--- src/hdl/fdx_pkg.sv ---
package fdx_pkg;

  ////////////////////////////////////////////////////////////////////////////
  // register byte offsets on the avalon slave
  localparam logic [4:0] OFS_CMD = 5'h00;
  localparam logic [4:0] OFS_RESULT = 5'h04;
  localparam logic [4:0] OFS_DATA = 5'h08;
  localparam logic [4:0] OFS_MAIN_STAT = 5'h0C;
  localparam logic [4:0] OFS_CONTROL = 5'h10;
  localparam logic [4:0] OFS_IRQ_STAT = 5'h14;
  localparam logic [4:0] OFS_IRQ_MASK = 5'h18;

  // main status field positions
  localparam int MS_RQM = 7;
  localparam int MS_DIO = 6;
  localparam int MS_BUSY = 4;

  // control and interrupt field positions
  localparam int CTL_XFER_END = 0;
  localparam int IRQ_DONE = 0;
  localparam int IRQ_DREQ = 1;
  localparam int IRQ_W = 2;

  // first command byte opcodes
  localparam logic [5:0] OP_WR_DELETED = 6'h09;
  localparam logic [4:0] OP_RD_DELETED = 5'h0C;
  localparam logic [4:0] OP_RD_TRACK = 5'h02;
  localparam int OP_XHEAD = 7;
  localparam int OP_DENSITY = 6;
  localparam int OP_BYPASS = 5;

  // command and result lengths
  localparam logic [3:0] CMD_LAST_IDX = 4'h8;
  localparam logic [2:0] RES_LAST_IDX = 3'h6;

  // status byte fields
  localparam logic [1:0] TERM_NORMAL = 2'h0;
  localparam logic [1:0] TERM_ABNORMAL = 2'h1;
  localparam logic [7:0] ST0_INVALID = 8'h80;
  localparam int ST1_END_CYL = 7;
  localparam int ST1_DATA_ERR = 5;
  localparam int ST1_OVERRUN = 4;
  localparam int ST1_ID_MISMATCH = 2;
  localparam int ST1_ABSENT_ID = 0;
  localparam int ST2_CONTROL_MARK = 6;

  // sector length base for size code zero
  localparam logic [14:0] SECT_BASE_LEN = 15'h0080;

  // reset values
  localparam logic [7:0] BYTE_RST = 8'h00;
  localparam logic [IRQ_W-1:0] IRQ_RST = 2'h0;

  // write byte service limits
  localparam int CLK_KHZ = 40000;
  localparam int FM_BYTE_US = 27;
  localparam int MFM_BYTE_US = 13;
  localparam int FM_BYTE_CYC = FM_BYTE_US * CLK_KHZ / 1000;
  localparam int MFM_BYTE_CYC = MFM_BYTE_US * CLK_KHZ / 1000;
  localparam int TMR_W = 11;

  typedef enum logic [3:0] {
    S_IDLE, S_CMD, S_SEEK, S_WR, S_MARK, S_RD, S_TRK_WAIT, S_TRK, S_RES
  } fdx_state_t;

endpackage

--- src/hdl/fdx_byte_timer.sv ---
`timescale 1ns/1ps
module fdx_byte_timer (
  input wire logic clk_i,
  input wire logic rst_n_i,
  input wire logic run_i,
  input wire logic [fdx_pkg::TMR_W-1:0] limit_i,
  output logic expired_o
);

  logic [fdx_pkg::TMR_W-1:0] cnt_reg;

  ////////////////////////////////////////////////////////////////////////////
  // counts while waiting, pulses once at the limit
  always_ff @(posedge clk_i) begin
    if (!rst_n_i) begin
      cnt_reg <= '0;
      expired_o <= 1'b0;
    end else if (!run_i) begin
      cnt_reg <= '0;
      expired_o <= 1'b0;
    end else begin
      expired_o <= (cnt_reg == limit_i - 1'b1);
      if (cnt_reg != limit_i) begin
        cnt_reg <= cnt_reg + 1'b1;
      end
    end
  end

endmodule

--- src/hdl/fdx_cmd_exec.sv ---
`timescale 1ns/1ps
// How it works
// - write deleted writes deleted mark, else write
// - ordinary mark, no bypass: read sector, flag, stop
// - ordinary mark with bypass: skip to next
// - track read starts at index, streams fields
// - track read ends at last sector count
// - track read never switches heads
// - CRC errors never stop track read
// - track ID mismatch sets no-data flag
// - no ID by second index: absent flag on track read, no-data flag on other commands
// - seven result bytes after each valid command, one after an invalid opcode
// - write starts only on full ID match
// - sectors advance to last, end-of-cylinder
// - transfer end mid-sector pads with zeros
// - late write byte aborts with overrun
module fdx_cmd_exec (
  input wire logic CLK_SYS_I,
  input wire logic RST_N_I,
  input wire logic [4:0] AVS_ADDRESS_I,
  input wire logic AVS_READ_I,
  input wire logic AVS_WRITE_I,
  input wire logic [31:0] AVS_WRITEDATA_I,
  output logic [31:0] AVS_READDATA_O,
  output logic AVS_WAITREQUEST_O,
  output logic IRQ_O,
  input wire logic INDEX_I,
  input wire logic FLD_ID_VALID_I,
  input wire logic [7:0] FLD_ID_TRACK_I,
  input wire logic [7:0] FLD_ID_HEAD_I,
  input wire logic [7:0] FLD_ID_SECTOR_I,
  input wire logic [7:0] FLD_ID_SIZE_I,
  input wire logic FLD_ID_CRC_ERR_I,
  input wire logic FLD_MARK_VALID_I,
  input wire logic FLD_MARK_DELETED_I,
  input wire logic FLD_BYTE_VALID_I,
  input wire logic [7:0] FLD_BYTE_I,
  input wire logic FLD_DATA_END_I,
  input wire logic WR_REQ_I,
  output logic WR_START_O,
  output logic WR_DELETED_MARK_O,
  output logic [7:0] WR_BYTE_O,
  output logic WR_BYTE_VALID_O,
  output logic HEAD_SEL_O,
  output logic [1:0] DRIVE_SEL_O,
  output logic DENSITY_O
);

  fdx_pkg::fdx_state_t state_reg;
  logic [3:0] cmd_idx_reg;
  logic [2:0] res_idx_reg, res_last_reg;
  logic [7:0] op_reg, trk_reg, hd_reg, sec_reg, sz_reg, eot_reg;
  logic [7:0] st0_reg, st1_reg, st2_reg, sec_cnt_reg;
  logic is_write_reg, is_track_reg, bypass_reg, cross_head_reg;
  logic last_sect_reg, skip_sect_reg, id_seen_reg, idx_seen_reg;
  logic xfer_end_reg, pad_reg, pend_reg, wr_full_reg, rd_full_reg;
  logic [7:0] wr_buf_reg, rd_buf_reg;
  logic [14:0] byte_cnt_reg, sect_len;
  logic [fdx_pkg::IRQ_W-1:0] irq_stat_reg, irq_mask_reg, irq_set;
  logic idx_s1_reg, idx_s2_reg, idx_s3_reg, idx_edge;
  logic wait_reg, rd_start, wr_acc, wr_send, rd_push, timeout, id_match;
  logic [7:0] ms_byte, res_byte;
  logic [31:0] rd_mux;

  ////////////////////////////////////////////////////////////////////////////
  // index pin synchroniser and edge detect
  always_ff @(posedge CLK_SYS_I) begin
    if (!RST_N_I) begin
      idx_s1_reg <= 1'b0;
      idx_s2_reg <= 1'b0;
      idx_s3_reg <= 1'b0;
    end else begin
      idx_s1_reg <= INDEX_I;
      idx_s2_reg <= idx_s1_reg;
      idx_s3_reg <= idx_s2_reg;
    end
  end
  assign idx_edge = idx_s2_reg & ~idx_s3_reg;

  ////////////////////////////////////////////////////////////////////////////
  // avalon handshake: one wait state; reads act on the first edge, writes on the taken edge
  assign rd_start = AVS_READ_I & wait_reg;
  assign wr_acc = AVS_WRITE_I & ~wait_reg;
  always_ff @(posedge CLK_SYS_I) begin
    if (!RST_N_I) begin
      wait_reg <= 1'b1;
      AVS_READDATA_O <= '0;
    end else begin
      wait_reg <= ~((AVS_READ_I | AVS_WRITE_I) & wait_reg);
      if (rd_start) begin
        AVS_READDATA_O <= rd_mux;
      end
    end
  end
  assign AVS_WAITREQUEST_O = wait_reg;

  // result byte selection
  always_comb begin
    case (res_idx_reg)
      3'h0: res_byte = st0_reg;
      3'h1: res_byte = st1_reg;
      3'h2: res_byte = st2_reg;
      3'h3: res_byte = trk_reg;
      3'h4: res_byte = hd_reg;
      3'h5: res_byte = sec_reg;
      3'h6: res_byte = sz_reg;
      default: res_byte = fdx_pkg::BYTE_RST;
    endcase
  end

  // main status and read mux; unmapped reads return zero
  always_comb begin
    ms_byte = fdx_pkg::BYTE_RST;
    ms_byte[fdx_pkg::MS_BUSY] = (state_reg != fdx_pkg::S_IDLE);
    ms_byte[fdx_pkg::MS_DIO] = (state_reg == fdx_pkg::S_RES) | rd_full_reg;
    case (state_reg)
      fdx_pkg::S_IDLE, fdx_pkg::S_CMD, fdx_pkg::S_RES:
        ms_byte[fdx_pkg::MS_RQM] = 1'b1;
      fdx_pkg::S_WR: ms_byte[fdx_pkg::MS_RQM] = ~wr_full_reg;
      default: ms_byte[fdx_pkg::MS_RQM] = rd_full_reg;
    endcase
    case (AVS_ADDRESS_I)
      fdx_pkg::OFS_RESULT: rd_mux = {24'h000000,
        (state_reg == fdx_pkg::S_RES) ? res_byte : fdx_pkg::BYTE_RST};
      fdx_pkg::OFS_DATA: rd_mux = {24'h000000, rd_buf_reg};
      fdx_pkg::OFS_MAIN_STAT: rd_mux = {24'h000000, ms_byte};
      fdx_pkg::OFS_CONTROL: rd_mux = {31'h00000000, xfer_end_reg};
      fdx_pkg::OFS_IRQ_STAT: rd_mux = {30'h00000000, irq_stat_reg};
      fdx_pkg::OFS_IRQ_MASK: rd_mux = {30'h00000000, irq_mask_reg};
      default: rd_mux = 32'h00000000;
    endcase
  end

  ////////////////////////////////////////////////////////////////////////////
  // interrupts: sticky status, set wins over write-one-clear
  assign irq_set[fdx_pkg::IRQ_DONE] = 1'b0;
  assign irq_set[fdx_pkg::IRQ_DREQ] = rd_push |
    (WR_REQ_I & (state_reg == fdx_pkg::S_WR));
  always_ff @(posedge CLK_SYS_I) begin
    if (!RST_N_I) begin
      irq_stat_reg <= fdx_pkg::IRQ_RST;
      irq_mask_reg <= fdx_pkg::IRQ_RST;
      IRQ_O <= 1'b0;
    end else begin
      irq_stat_reg <= (irq_stat_reg & ~((wr_acc &
        (AVS_ADDRESS_I == fdx_pkg::OFS_IRQ_STAT)) ?
        AVS_WRITEDATA_I[fdx_pkg::IRQ_W-1:0] : fdx_pkg::IRQ_RST)) | irq_set |
        {1'b0, (state_reg != fdx_pkg::S_RES) &&
               (state_reg != fdx_pkg::S_IDLE) && (state_reg != fdx_pkg::S_CMD)
               && 1'b0};
      if (wr_acc && AVS_ADDRESS_I == fdx_pkg::OFS_IRQ_MASK) begin
        irq_mask_reg <= AVS_WRITEDATA_I[fdx_pkg::IRQ_W-1:0];
      end
      IRQ_O <= |(irq_stat_reg & irq_mask_reg);
    end
  end

  ////////////////////////////////////////////////////////////////////////////
  // read byte holding buffer towards the host
  assign rd_push = FLD_BYTE_VALID_I & ~skip_sect_reg &
    ((state_reg == fdx_pkg::S_RD) | (state_reg == fdx_pkg::S_TRK));
  always_ff @(posedge CLK_SYS_I) begin
    if (!RST_N_I) begin
      rd_full_reg <= 1'b0;
      rd_buf_reg <= fdx_pkg::BYTE_RST;
    end else if (rd_push) begin
      rd_full_reg <= 1'b1;
      rd_buf_reg <= FLD_BYTE_I;
    end else if (rd_start && AVS_ADDRESS_I == fdx_pkg::OFS_DATA) begin
      rd_full_reg <= 1'b0;
    end
  end

  ////////////////////////////////////////////////////////////////////////////
  // write byte path to the disk; zero fill once transfer end is seen
  assign wr_send = pend_reg & (pad_reg | wr_full_reg) &
    (state_reg == fdx_pkg::S_WR);
  always_ff @(posedge CLK_SYS_I) begin
    if (!RST_N_I) begin
      pend_reg <= 1'b0;
      wr_full_reg <= 1'b0;
      wr_buf_reg <= fdx_pkg::BYTE_RST;
      WR_BYTE_O <= fdx_pkg::BYTE_RST;
      WR_BYTE_VALID_O <= 1'b0;
    end else begin
      WR_BYTE_VALID_O <= wr_send;
      if (wr_send) begin
        WR_BYTE_O <= pad_reg ? fdx_pkg::BYTE_RST : wr_buf_reg;
      end
      if (state_reg != fdx_pkg::S_WR) begin
        pend_reg <= 1'b0;
      end else if (WR_REQ_I) begin
        pend_reg <= 1'b1;
      end else if (wr_send) begin
        pend_reg <= 1'b0;
      end
      if (wr_acc && AVS_ADDRESS_I == fdx_pkg::OFS_DATA) begin
        wr_full_reg <= 1'b1;
        wr_buf_reg <= AVS_WRITEDATA_I[7:0];
      end else if (wr_send && !pad_reg) begin
        wr_full_reg <= 1'b0;
      end
    end
  end

  // late host byte watchdog, limit follows density
  fdx_byte_timer u_timer (
    .clk_i(CLK_SYS_I),
    .rst_n_i(RST_N_I),
    .run_i(pend_reg & ~pad_reg & ~wr_full_reg &
           (state_reg == fdx_pkg::S_WR)),
    .limit_i(DENSITY_O ? fdx_pkg::TMR_W'(fdx_pkg::MFM_BYTE_CYC) :
             fdx_pkg::TMR_W'(fdx_pkg::FM_BYTE_CYC)),
    .expired_o(timeout)
  );

  assign sect_len = fdx_pkg::SECT_BASE_LEN << sz_reg[2:0];
  assign id_match = (FLD_ID_TRACK_I == trk_reg) && (FLD_ID_HEAD_I == hd_reg)
    && (FLD_ID_SECTOR_I == sec_reg) && (FLD_ID_SIZE_I == sz_reg);

  ////////////////////////////////////////////////////////////////////////////
  // command sequencer
  always_ff @(posedge CLK_SYS_I) begin
    if (!RST_N_I) begin
      state_reg <= fdx_pkg::S_IDLE;
      {cmd_idx_reg, res_idx_reg, res_last_reg} <= '0;
      {op_reg, trk_reg, hd_reg, sec_reg, sz_reg, eot_reg} <= '0;
      {st0_reg, st1_reg, st2_reg, sec_cnt_reg, byte_cnt_reg} <= '0;
      {is_write_reg, is_track_reg, bypass_reg, cross_head_reg} <= '0;
      {last_sect_reg, skip_sect_reg, id_seen_reg, idx_seen_reg} <= '0;
      {xfer_end_reg, pad_reg, WR_START_O, WR_DELETED_MARK_O} <= '0;
      {HEAD_SEL_O, DRIVE_SEL_O, DENSITY_O} <= '0;
    end else begin
      WR_START_O <= 1'b0;
      if (wr_acc && AVS_ADDRESS_I == fdx_pkg::OFS_CONTROL &&
          AVS_WRITEDATA_I[fdx_pkg::CTL_XFER_END]) begin
        xfer_end_reg <= 1'b1;
      end
      if (state_reg == fdx_pkg::S_WR && xfer_end_reg) begin
        pad_reg <= 1'b1;
      end
      case (state_reg)
        fdx_pkg::S_IDLE, fdx_pkg::S_CMD: begin
          if (wr_acc && AVS_ADDRESS_I == fdx_pkg::OFS_CMD) begin
            state_reg <= fdx_pkg::S_CMD;
            cmd_idx_reg <= cmd_idx_reg + 4'h1;
            case (cmd_idx_reg)
              4'h0: op_reg <= AVS_WRITEDATA_I[7:0];
              4'h1: begin
                HEAD_SEL_O <= AVS_WRITEDATA_I[2];
                DRIVE_SEL_O <= AVS_WRITEDATA_I[1:0];
              end
              4'h2: trk_reg <= AVS_WRITEDATA_I[7:0];
              4'h3: hd_reg <= AVS_WRITEDATA_I[7:0];
              4'h4: sec_reg <= AVS_WRITEDATA_I[7:0];
              4'h5: sz_reg <= AVS_WRITEDATA_I[7:0];
              4'h6: eot_reg <= AVS_WRITEDATA_I[7:0];
              default: ;
            endcase
            if (cmd_idx_reg == 4'h0 &&
                AVS_WRITEDATA_I[5:0] != fdx_pkg::OP_WR_DELETED &&
                AVS_WRITEDATA_I[4:0] != fdx_pkg::OP_RD_DELETED &&
                AVS_WRITEDATA_I[4:0] != fdx_pkg::OP_RD_TRACK) begin
              st0_reg <= fdx_pkg::ST0_INVALID;
              res_last_reg <= 3'h0;
              res_idx_reg <= 3'h0;
              cmd_idx_reg <= 4'h0;
              state_reg <= fdx_pkg::S_RES;
            end else if (cmd_idx_reg == fdx_pkg::CMD_LAST_IDX) begin
              cmd_idx_reg <= 4'h0;
              is_write_reg <= (op_reg[5:0] == fdx_pkg::OP_WR_DELETED);
              WR_DELETED_MARK_O <= (op_reg[5:0] == fdx_pkg::OP_WR_DELETED);
              is_track_reg <= (op_reg[4:0] == fdx_pkg::OP_RD_TRACK);
              bypass_reg <= op_reg[fdx_pkg::OP_BYPASS] &
                (op_reg[5:0] != fdx_pkg::OP_WR_DELETED);
              cross_head_reg <= op_reg[fdx_pkg::OP_XHEAD] &
                (op_reg[4:0] != fdx_pkg::OP_RD_TRACK);
              DENSITY_O <= op_reg[fdx_pkg::OP_DENSITY];
              {st0_reg, st1_reg, st2_reg, sec_cnt_reg} <= '0;
              {last_sect_reg, skip_sect_reg, id_seen_reg} <= '0;
              {idx_seen_reg, xfer_end_reg, pad_reg} <= '0;
              res_last_reg <= fdx_pkg::RES_LAST_IDX;
              state_reg <= (op_reg[4:0] == fdx_pkg::OP_RD_TRACK) ?
                fdx_pkg::S_TRK_WAIT : fdx_pkg::S_SEEK;
            end
          end
        end
        fdx_pkg::S_SEEK: begin
          if (FLD_ID_VALID_I && FLD_ID_CRC_ERR_I) begin
            st1_reg[fdx_pkg::ST1_DATA_ERR] <= 1'b1;
            st0_reg[7:6] <= fdx_pkg::TERM_ABNORMAL;
            state_reg <= fdx_pkg::S_RES;
          end else if (FLD_ID_VALID_I && id_match) begin
            idx_seen_reg <= 1'b0;
            byte_cnt_reg <= '0;
            WR_START_O <= is_write_reg;
            state_reg <= is_write_reg ? fdx_pkg::S_WR : fdx_pkg::S_MARK;
          end else if (idx_edge && idx_seen_reg) begin
            st1_reg[fdx_pkg::ST1_ID_MISMATCH] <= 1'b1;
            st0_reg[7:6] <= fdx_pkg::TERM_ABNORMAL;
            state_reg <= fdx_pkg::S_RES;
          end else if (idx_edge) begin
            idx_seen_reg <= 1'b1;
          end
        end
        fdx_pkg::S_MARK: begin
          if (FLD_MARK_VALID_I) begin
            state_reg <= fdx_pkg::S_RD;
            if (!FLD_MARK_DELETED_I && bypass_reg) begin
              skip_sect_reg <= 1'b1;
            end else if (!FLD_MARK_DELETED_I) begin
              st2_reg[fdx_pkg::ST2_CONTROL_MARK] <= 1'b1;
              last_sect_reg <= 1'b1;
            end
          end
        end
        fdx_pkg::S_RD, fdx_pkg::S_WR: begin
          if (rd_push && rd_full_reg || timeout) begin
            st1_reg[fdx_pkg::ST1_OVERRUN] <= 1'b1;
            st0_reg[7:6] <= fdx_pkg::TERM_ABNORMAL;
            state_reg <= fdx_pkg::S_RES;
          end else if ((state_reg == fdx_pkg::S_RD) ? FLD_DATA_END_I :
                       (wr_send && byte_cnt_reg == sect_len - 15'h0001)) begin
            skip_sect_reg <= 1'b0;
            if (last_sect_reg || xfer_end_reg) begin
              st0_reg[7:6] <= fdx_pkg::TERM_NORMAL;
              state_reg <= fdx_pkg::S_RES;
            end else if (sec_reg != eot_reg) begin
              sec_reg <= sec_reg + 8'h01;
              state_reg <= fdx_pkg::S_SEEK;
            end else if (cross_head_reg && !hd_reg[0]) begin
              hd_reg[0] <= 1'b1;
              HEAD_SEL_O <= 1'b1;
              sec_reg <= 8'h01;
              state_reg <= fdx_pkg::S_SEEK;
            end else begin
              trk_reg <= trk_reg + 8'h01;
              hd_reg[0] <= hd_reg[0] ^ cross_head_reg;
              sec_reg <= 8'h01;
              st1_reg[fdx_pkg::ST1_END_CYL] <= 1'b1;
              st0_reg[7:6] <= fdx_pkg::TERM_ABNORMAL;
              state_reg <= fdx_pkg::S_RES;
            end
          end else if (wr_send) begin
            byte_cnt_reg <= byte_cnt_reg + 15'h0001;
          end
        end
        fdx_pkg::S_TRK_WAIT: begin
          if (idx_edge) begin
            state_reg <= fdx_pkg::S_TRK;
          end
        end
        fdx_pkg::S_TRK: begin
          if (FLD_ID_VALID_I) begin
            id_seen_reg <= 1'b1;
            if (!id_match) begin
              st1_reg[fdx_pkg::ST1_ID_MISMATCH] <= 1'b1;
            end
          end
          if (rd_push && rd_full_reg) begin
            st1_reg[fdx_pkg::ST1_OVERRUN] <= 1'b1;
            st0_reg[7:6] <= fdx_pkg::TERM_ABNORMAL;
            state_reg <= fdx_pkg::S_RES;
          end else if (idx_edge && !id_seen_reg) begin
            st1_reg[fdx_pkg::ST1_ABSENT_ID] <= 1'b1;
            st0_reg[7:6] <= fdx_pkg::TERM_ABNORMAL;
            state_reg <= fdx_pkg::S_RES;
          end else if (FLD_DATA_END_I) begin
            sec_cnt_reg <= sec_cnt_reg + 8'h01;
            if (sec_cnt_reg + 8'h01 == eot_reg || xfer_end_reg) begin
              state_reg <= fdx_pkg::S_RES;
            end
          end
        end
        fdx_pkg::S_RES: begin
          st0_reg[2:0] <= (res_idx_reg == 3'h0 && res_last_reg != 3'h0) ?
            {HEAD_SEL_O, DRIVE_SEL_O} : st0_reg[2:0];
          if (rd_start && AVS_ADDRESS_I == fdx_pkg::OFS_RESULT) begin
            res_idx_reg <= res_idx_reg + 3'h1;
            if (res_idx_reg == res_last_reg) begin
              res_idx_reg <= 3'h0;
              WR_DELETED_MARK_O <= 1'b0;
              state_reg <= fdx_pkg::S_IDLE;
            end
          end
        end
        default: state_reg <= fdx_pkg::S_IDLE;
      endcase
    end
  end

endmodule

--- config.mk ---
export PLATFORM = sky130hd
export DESIGN_NAME = fdx_cmd_exec
export DESIGN_NICKNAME = d
export VERILOG_FILES = /design/src/hdl/fdx_pkg.sv /design/src/hdl/fdx_byte_timer.sv /design/src/hdl/fdx_cmd_exec.sv
export SDC_FILE = /design/constraint.sdc
export NUM_CORES = 1
export LEC_CHECK = 0
export BUFFER_PORTS_ARGS = -buffer_cell sky130_fd_sc_hd__buf_4
export CAP_MARGIN = 15
export CORE_MARGIN = 3
export CORE_UTILIZATION = 58
export DETAILED_ROUTE_END_ITERATION = 10
export GPL_TIMING_DRIVEN = 0
export PLACE_DENSITY = 0.82
export SYNTH_ARGS = -nofsm -noshare
export SYNTH_HDL_FRONTEND = slang
export SYNTH_SLANG_ARGS = --single-unit
--- constraint.sdc ---
create_clock -name CLK_SYS_I -period 2.7 [get_ports CLK_SYS_I]
set_input_delay 0.54 -clock CLK_SYS_I [delete_from_list [all_inputs] [get_ports CLK_SYS_I]]
set_output_delay 0.54 -clock CLK_SYS_I [all_outputs]
set_load 0.05 [all_outputs]
### Yosys cells after proc, flatten, opt, wreduce, memory -nomap -nowiden

Cells that the tools add are included.

| operators by class | value |
|---|---|
| shift-type cells | 1 |
| eq/ne operators | 94 |
| add/sub/neg operators | 9 |
| reduce and logical (&&, ||, !) cells | 86 |
| muxes and demuxes | 166 |
| bitwise operators | 35 |

Operators with widths:

| operator | number |
|---|---|
| two-way mux 8 bit | 26 |
| two-way mux 4 bit | 20 |
| two-way mux 15 bit | 5 |
| two-way mux 1 bit | 66 |
| inequality test 2 bit (second input constant) | 28 |
| one-hot mux 8 bit (7 select lines) | 1 |
| one-hot mux 8 bit (2 select lines) | 3 |
| one-hot mux 8 bit (6 select lines) | 1 |
| == test 8 bit | 5 |
| AND reduction 9 bit | 4 |
| two-way mux 3 bit | 10 |
| one-hot mux 15 bit (2 select lines) | 1 |
| AND reduction 6 bit | 5 |
| == test 4 x 3 -> 1 bit (second input constant) | 7 |
| one-hot mux 4 bit (7 select lines) | 1 |
| AND reduction 7 bit | 4 |
| adder 8 x 1 -> 8 bit (second input constant) | 3 |
| logical AND 1 bit | 24 |
| AND reduction 8 bit | 3 |
| two-way mux 2 bit | 11 |
| one-hot mux 1 bit (2 select lines) | 11 |
| two-way mux 7 bit | 3 |
| nonzero test 2 bit | 10 |
| inequality test 2 x 1 -> 1 bit (second input constant) | 9 |
| other kinds (56) | 130 |

| storage, ports and cells | value |
|---|---|
| logic and storage cells | 444 |
| bits in registers | 195 |
| output and inout bits | 49 |

### Logic depth before layout (Yosys ltp)

| logic depth | value |
|---|---|
| depth in word-level cells | 9 |
| mapped depth | 11 |
| mapped depth without buffers | 9 |

### By module

From an unflattened synthesis, not the netlist that was laid out.

| second synthesis, totals | value |
|---|---|
| cells, all modules | 1194 |
| area, all modules | 9669.3 um2 |

By module, submodules not included:

| module | sequential area each (um2) | instances | cells an instance | area each (um2) |
|---|---|---|---|---|
| fdx_cmd_exec | 3062.9 | 1 | 1074 | 8718.4 |
| fdx_byte_timer | 240.2 | 1 | 120 | 950.9 |

### Least setup slack after synthesis

No wires, ideal clock.

| timing | value |
|---|---|
| kind | input to register |
| start | in AVS_ADDRESS_I[1] |
| end | reg state_reg[1] |
| stages on the path | 6 |
| setup slack | 0.244 ns |
| setup time | 0.060 ns |
| arrival time | 2.395 ns |
| cells stage by stage | nor3_1 > a41oi_1 > a311o_1 > a2111oi_4 > a21boi_2 > o221a_1 |

| on the way | value |
|---|---|
| word-level cells in the longest chain between the ends | 4 |
| elaborated cells on any way between the ends | 7 |
| those cells by class | 3 x eq/ne; 4 x reduce/logical |

Ends and longest elaborated chain:

| item | line | text |
|---|---|---|
| from (decl) | fdx_cmd_exec.sv:20 | `input wire logic [4:0] AVS_ADDRESS_I,` |
| == test 5 x 3 -> 1 bit / zero test 5 bit (equally long branches) | fdx_cmd_exec.sv:378, fdx_cmd_exec.sv:244 |  |
| logical AND 1 bit (on tied branches) | fdx_cmd_exec.sv:378, fdx_cmd_exec.sv:244 |  |
| inequality test 2 x 1 -> 1 bit (no line) / inequality test 2 bit (equally long branches) | n/a |  |
| AND reduction 9 bit (no line) (*) | n/a |  |
| to (signal assigned) | fdx_cmd_exec.sv:371 | `state_reg <= fdx_pkg::S_RES;` |
| to (signal assigned) | fdx_cmd_exec.sv:383 | `state_reg <= fdx_pkg::S_IDLE;` |
| to (signal assigned) | fdx_cmd_exec.sv:387 | `default: state_reg <= fdx_pkg::S_IDLE;` |
| to (decl) | fdx_cmd_exec.sv:49 | `fdx_pkg::fdx_state_t state_reg;` |

Every way passes the cells marked *; elsewhere a longest branch is shown, timed or not.
A chain may end at the register's enable or synchronous reset.

### Worst setup path after layout

Same ends and word-level chain as after synthesis.

==> summary.md <==
| Metric | Value |
|---|---|
| Status | `finished, final reports clean` |
| Sequential share of the synthesized area | `~36%` |
| FF-to-FF Start | `trk_reg[5]$_SDFFE_PN0P_` |
| CP endpoint kind | `register` |
| Post-synthesis cell count | `1,157` |
| Clock sinks | `165` |
| Slowest stage delay, CP | `0.60 ns` |
| HP Start | `INDEX_I` |
| Io pins | `138` |
| Port Buffer Count | `85` |
| Cell with the most instances after synthesis | `dfxtp_1` |
| WP data arrival | `3.01 ns` |
| Final cell count without fillers | `1,515` |
| Post-synth ARST share | `0%` |
| Hold WC Path Type | `primary input to register` |
| TritonCTS Buffers | `17` |
| Met3 GRT Util | `slightly below 7%` |
| Internal power | `4.493 mW` |
| Max Clock Skew | `0.01595 ns` |
| Final WL | `30,310 µm` |
| Drt wl/cell | `20.01 µm` |
| Area contributors post-synth | `dfxtp_1 36%, mux2i_1 6.0%, nor2_1 5.4%, nand2_1 5.3%, a21oi_1 5.0%` |
| Global-route wire length before repair | `46,500 µm` |
| Area growth, synth to finish | `19.32%` |
| Max Root-Sink Buffers | `2` |
| Detail Route Antenna Nets | `0` |
| M1 GR Usage | `46.07%` |
| Initial antenna violation count | `0` |
| Startpoint Class | `primary input` |
| WS Path Type | `primary input to register` |
| Synth warnings | `0` |
| Syn Std Cell Area | `9274 µm²` |
| Top_reg_cell synth | `dfxtp_1` |
| Slowest CP cell | `nor3_2` |
| Synth area leader | `dfxtp_1` |
| Die Span Y | `132.5 µm` |
| WHS Endpoint | `idx_s1_reg$_SDFF_PN0_` |
| GRT Util Overall | `33.34%` |
| Width of the die | `132.5 µm` |
| Root Driver | `clkbuf_16` |
| Inst Count DP | `approximately 1,500` |
| Slew Limit Fails | `0` |
| Reg2reg setup slack | `about 0.07 ns` |
| Synth cell types | `84` |
| GRT met2 Usage | `between 50% and 60%` |
| Filler Cell Count | `1,268` |
| Global route total overflow | `0` |
| Clk Latency, worst-skew pair | `about 0.44 ns` |
| Switching Fraction | `~37%` |
| Worst r2r dst | `byte_cnt_reg[14]$_SDFFE_PN0P_` |
| Max Cap Viol | `0` |
| First-pass DRT Iterations | `7` |
| Most used routing layer | `met2` |
| Core area | `15,430 µm²` |
| Full die area | `about 18,000 µm²` |
| CP max FO | `9` |
| Row Count | `45` |
| Fmax | `380.2 MHz` |
| EDFF count, synth | `0` |
| Remaining DRCs | `0` |
| Largest net degree at the start of global routing | `17` |
| Post-route setup TNS | `0 ns` |
| Hold depth | `2` |
| Vias | `9,499` |
| Syn Area/Cell | `roughly 8 µm²` |
| Final worst-path cycle share | `a little over nine tenths` |
| Layout cells sized above 1 | `approximately 17%` |
| # setup viols final | `0` |
| Initial core utilization | `approximately 60%` |
| Worst reg2reg path depth | `9` |
| Final Cell Area | `around 11,000 µm²` |
| Synthesis-stage register bit count | `165` |
| Clk slew on worst S/H paths | `0.08 ns` |
| GP Congestion | `around 1.0` |
| Worst EP required | `between 3 and 4 ns` |
| HPWL Detailed | `21,770 µm` |
| Final hold vios | `0` |
| Placement Cell Area | `around 10,000 µm²` |
| Slew at the pin closest to its max-slew limit | `1.072 ns` |
| Worst IR Drop VDD | `702.4 µV` |
| Max FFs per register | `15` |
| NetSw | `2.591 mW` |
| Via density | `6.270` |
| Pwr per Cell Area | `640.2 nW/µm²` |
| Vias in the first global route | `8,467` |
| Reg power frac | `37.9%` |
| Top cell type's share of synthesized area | `between 30% and 40%` |
| Drt initial violations | `1,227` |
| Clock Power Share | `33.0%` |
| H-tree depth | `4` |
| Tmin final | `2.630 ns` |
| Net total in the final layout | `1,396` |
| ANT cells | `0` |
| Post-synth top cells | `165 x dfxtp_1, 133 x nor2_1, 131 x nand2_1, 93 x a21oi_1, 56 x mux2i_1` |
| Rel. slew slack | `28.53%` |
| Pwr Total | `~7 mW` |
| Combinational share of power | `29.1%` |
| P_leak | `around 4.6 nW` |
| TritonCTS clock tree | `done` |
| Critical-path cell list | `buf_4 > nor3_2 > a41oi_1 > a311o_1 > a2111oi_4 > a21boi_2 > o221a_1` |
==> stage by stage <==
step	hold slack, ns	utilization [%]	worst slack (ns)
2_1_floorplan	0.4119	-	0.2444
3_3_place_gp	0.4194	66.52	-0.6617
3_5_place_dp	0.4279	66.56	-0.6522
4_1_cts	0.3119	71.01	-0.004651
5_1_grt	0.3303	71.73	-0.002126
6_report	0.3175	71.73	0.06974
==> metal layers <==
metal	up-vias	wire length, µm
li1	4373	-
met1	4387	12150
met2	622	13220
met3	117	3614
met4	0	1326
met5	-	0
==> what timing repair did <==
action                     CTS  global route
gates resized for setup     14            36
setup buffers                9             2
pin swaps                    4             6
hold buffers                 0             0
setup endpoints to repair   51            78
==> layout make-up <==
type | instances | area, µm² | area share (%)
multi-input cells | 899 | 5665 | 51.20
flip-flops and latches | 165 | 3314 | 29.95
clock inverters | 12 | 110.1 | 0.9950
plain buffers | 88 | 454.2 | 4.104
clock buffers | 20 | 446.7 | 4.037
repair buffers | 96 | 720.7 | 6.513
inverters | 24 | 90.09 | 0.8141
well taps | 211 | 264.0 | 2.386
==> critical path, delay by kind of cell <==
family                 cells  cell delay (ns)
AOI/OAI and AO/OA          5             1.76
buffers and inverters      1             0.12
and+or+nand+nor            1             0.60
==> worst max-delay path by stage <==
stage	start	end	slack, ns	cells past startpoint
2_1_floorplan	AVS_ADDRESS_I[1]	state_reg[1]$_SDFFE_PN0P_	0.24	6
3_3_place_gp	AVS_ADDRESS_I[1]	trk_reg[0]$_SDFFE_PN0P_	-0.66	8
3_5_place_dp	AVS_ADDRESS_I[1]	trk_reg[0]$_SDFFE_PN0P_	-0.65	8
4_1_cts	state_reg[3]$_SDFFE_PN0P_	sz_reg[1]$_SDFFE_PN0P_	-0.005	8
5_1_grt	sz_reg[2]$_SDFFE_PN0P_	sec_reg[3]$_SDFFE_PN0P_	-0.002	9
6_report	AVS_ADDRESS_I[1]	state_reg[1]$_SDFFE_PN0P_	0.07	7
==> power by group through the flow <==
stage                     clock (mW)  combinational, mW  sequential, mW
after floorplan                    0               1.34            2.67
after global placement             0               1.90            2.72
after detailed placement           0               1.92            2.72
after CTS                       2.34               1.94            2.67
after global routing            2.43               2.19            2.68
final                           2.34               2.06            2.68
==> placed cells by master, fill, tap and decap left out, types with 9 or more instances in the layout <==
master       n
a22oi_1     12
mux2i_1     56
nand3_1     35
dfxtp_1    156
a221oi_1     9
ha_1        16
dfxtp_2      9
and3_1      19
clkbuf_1    44
buf_2       10
a31oi_1     12
xor2_1      51
o31ai_1     10
nand2b_1    16
and2_1       9
clkbuf_16   17
buf_4      123
o21ai_0     51
nand4_1     10
nor3_1      13
nor3b_1      9
inv_1       22
or3_1       11
a21oi_1     91
nand2_1    131
o22ai_1     13
nor4_1      12
nor2b_1     11
xnor2_1     10
nor2_1     133
conb_1      24
==> cell families after synthesis <==
group	count (synthesis)	share of synthesized area [%]
flops	165	35.62
compound gates	279	19.78
buf+inv	116	5.869
xor+xnor	61	5.761
simple gates	461	24.49
fa+ha+maj	16	2.159
other cells	1	0.04044
mux	58	6.287
No activity file was read; power rests on OpenSTA's default activity.
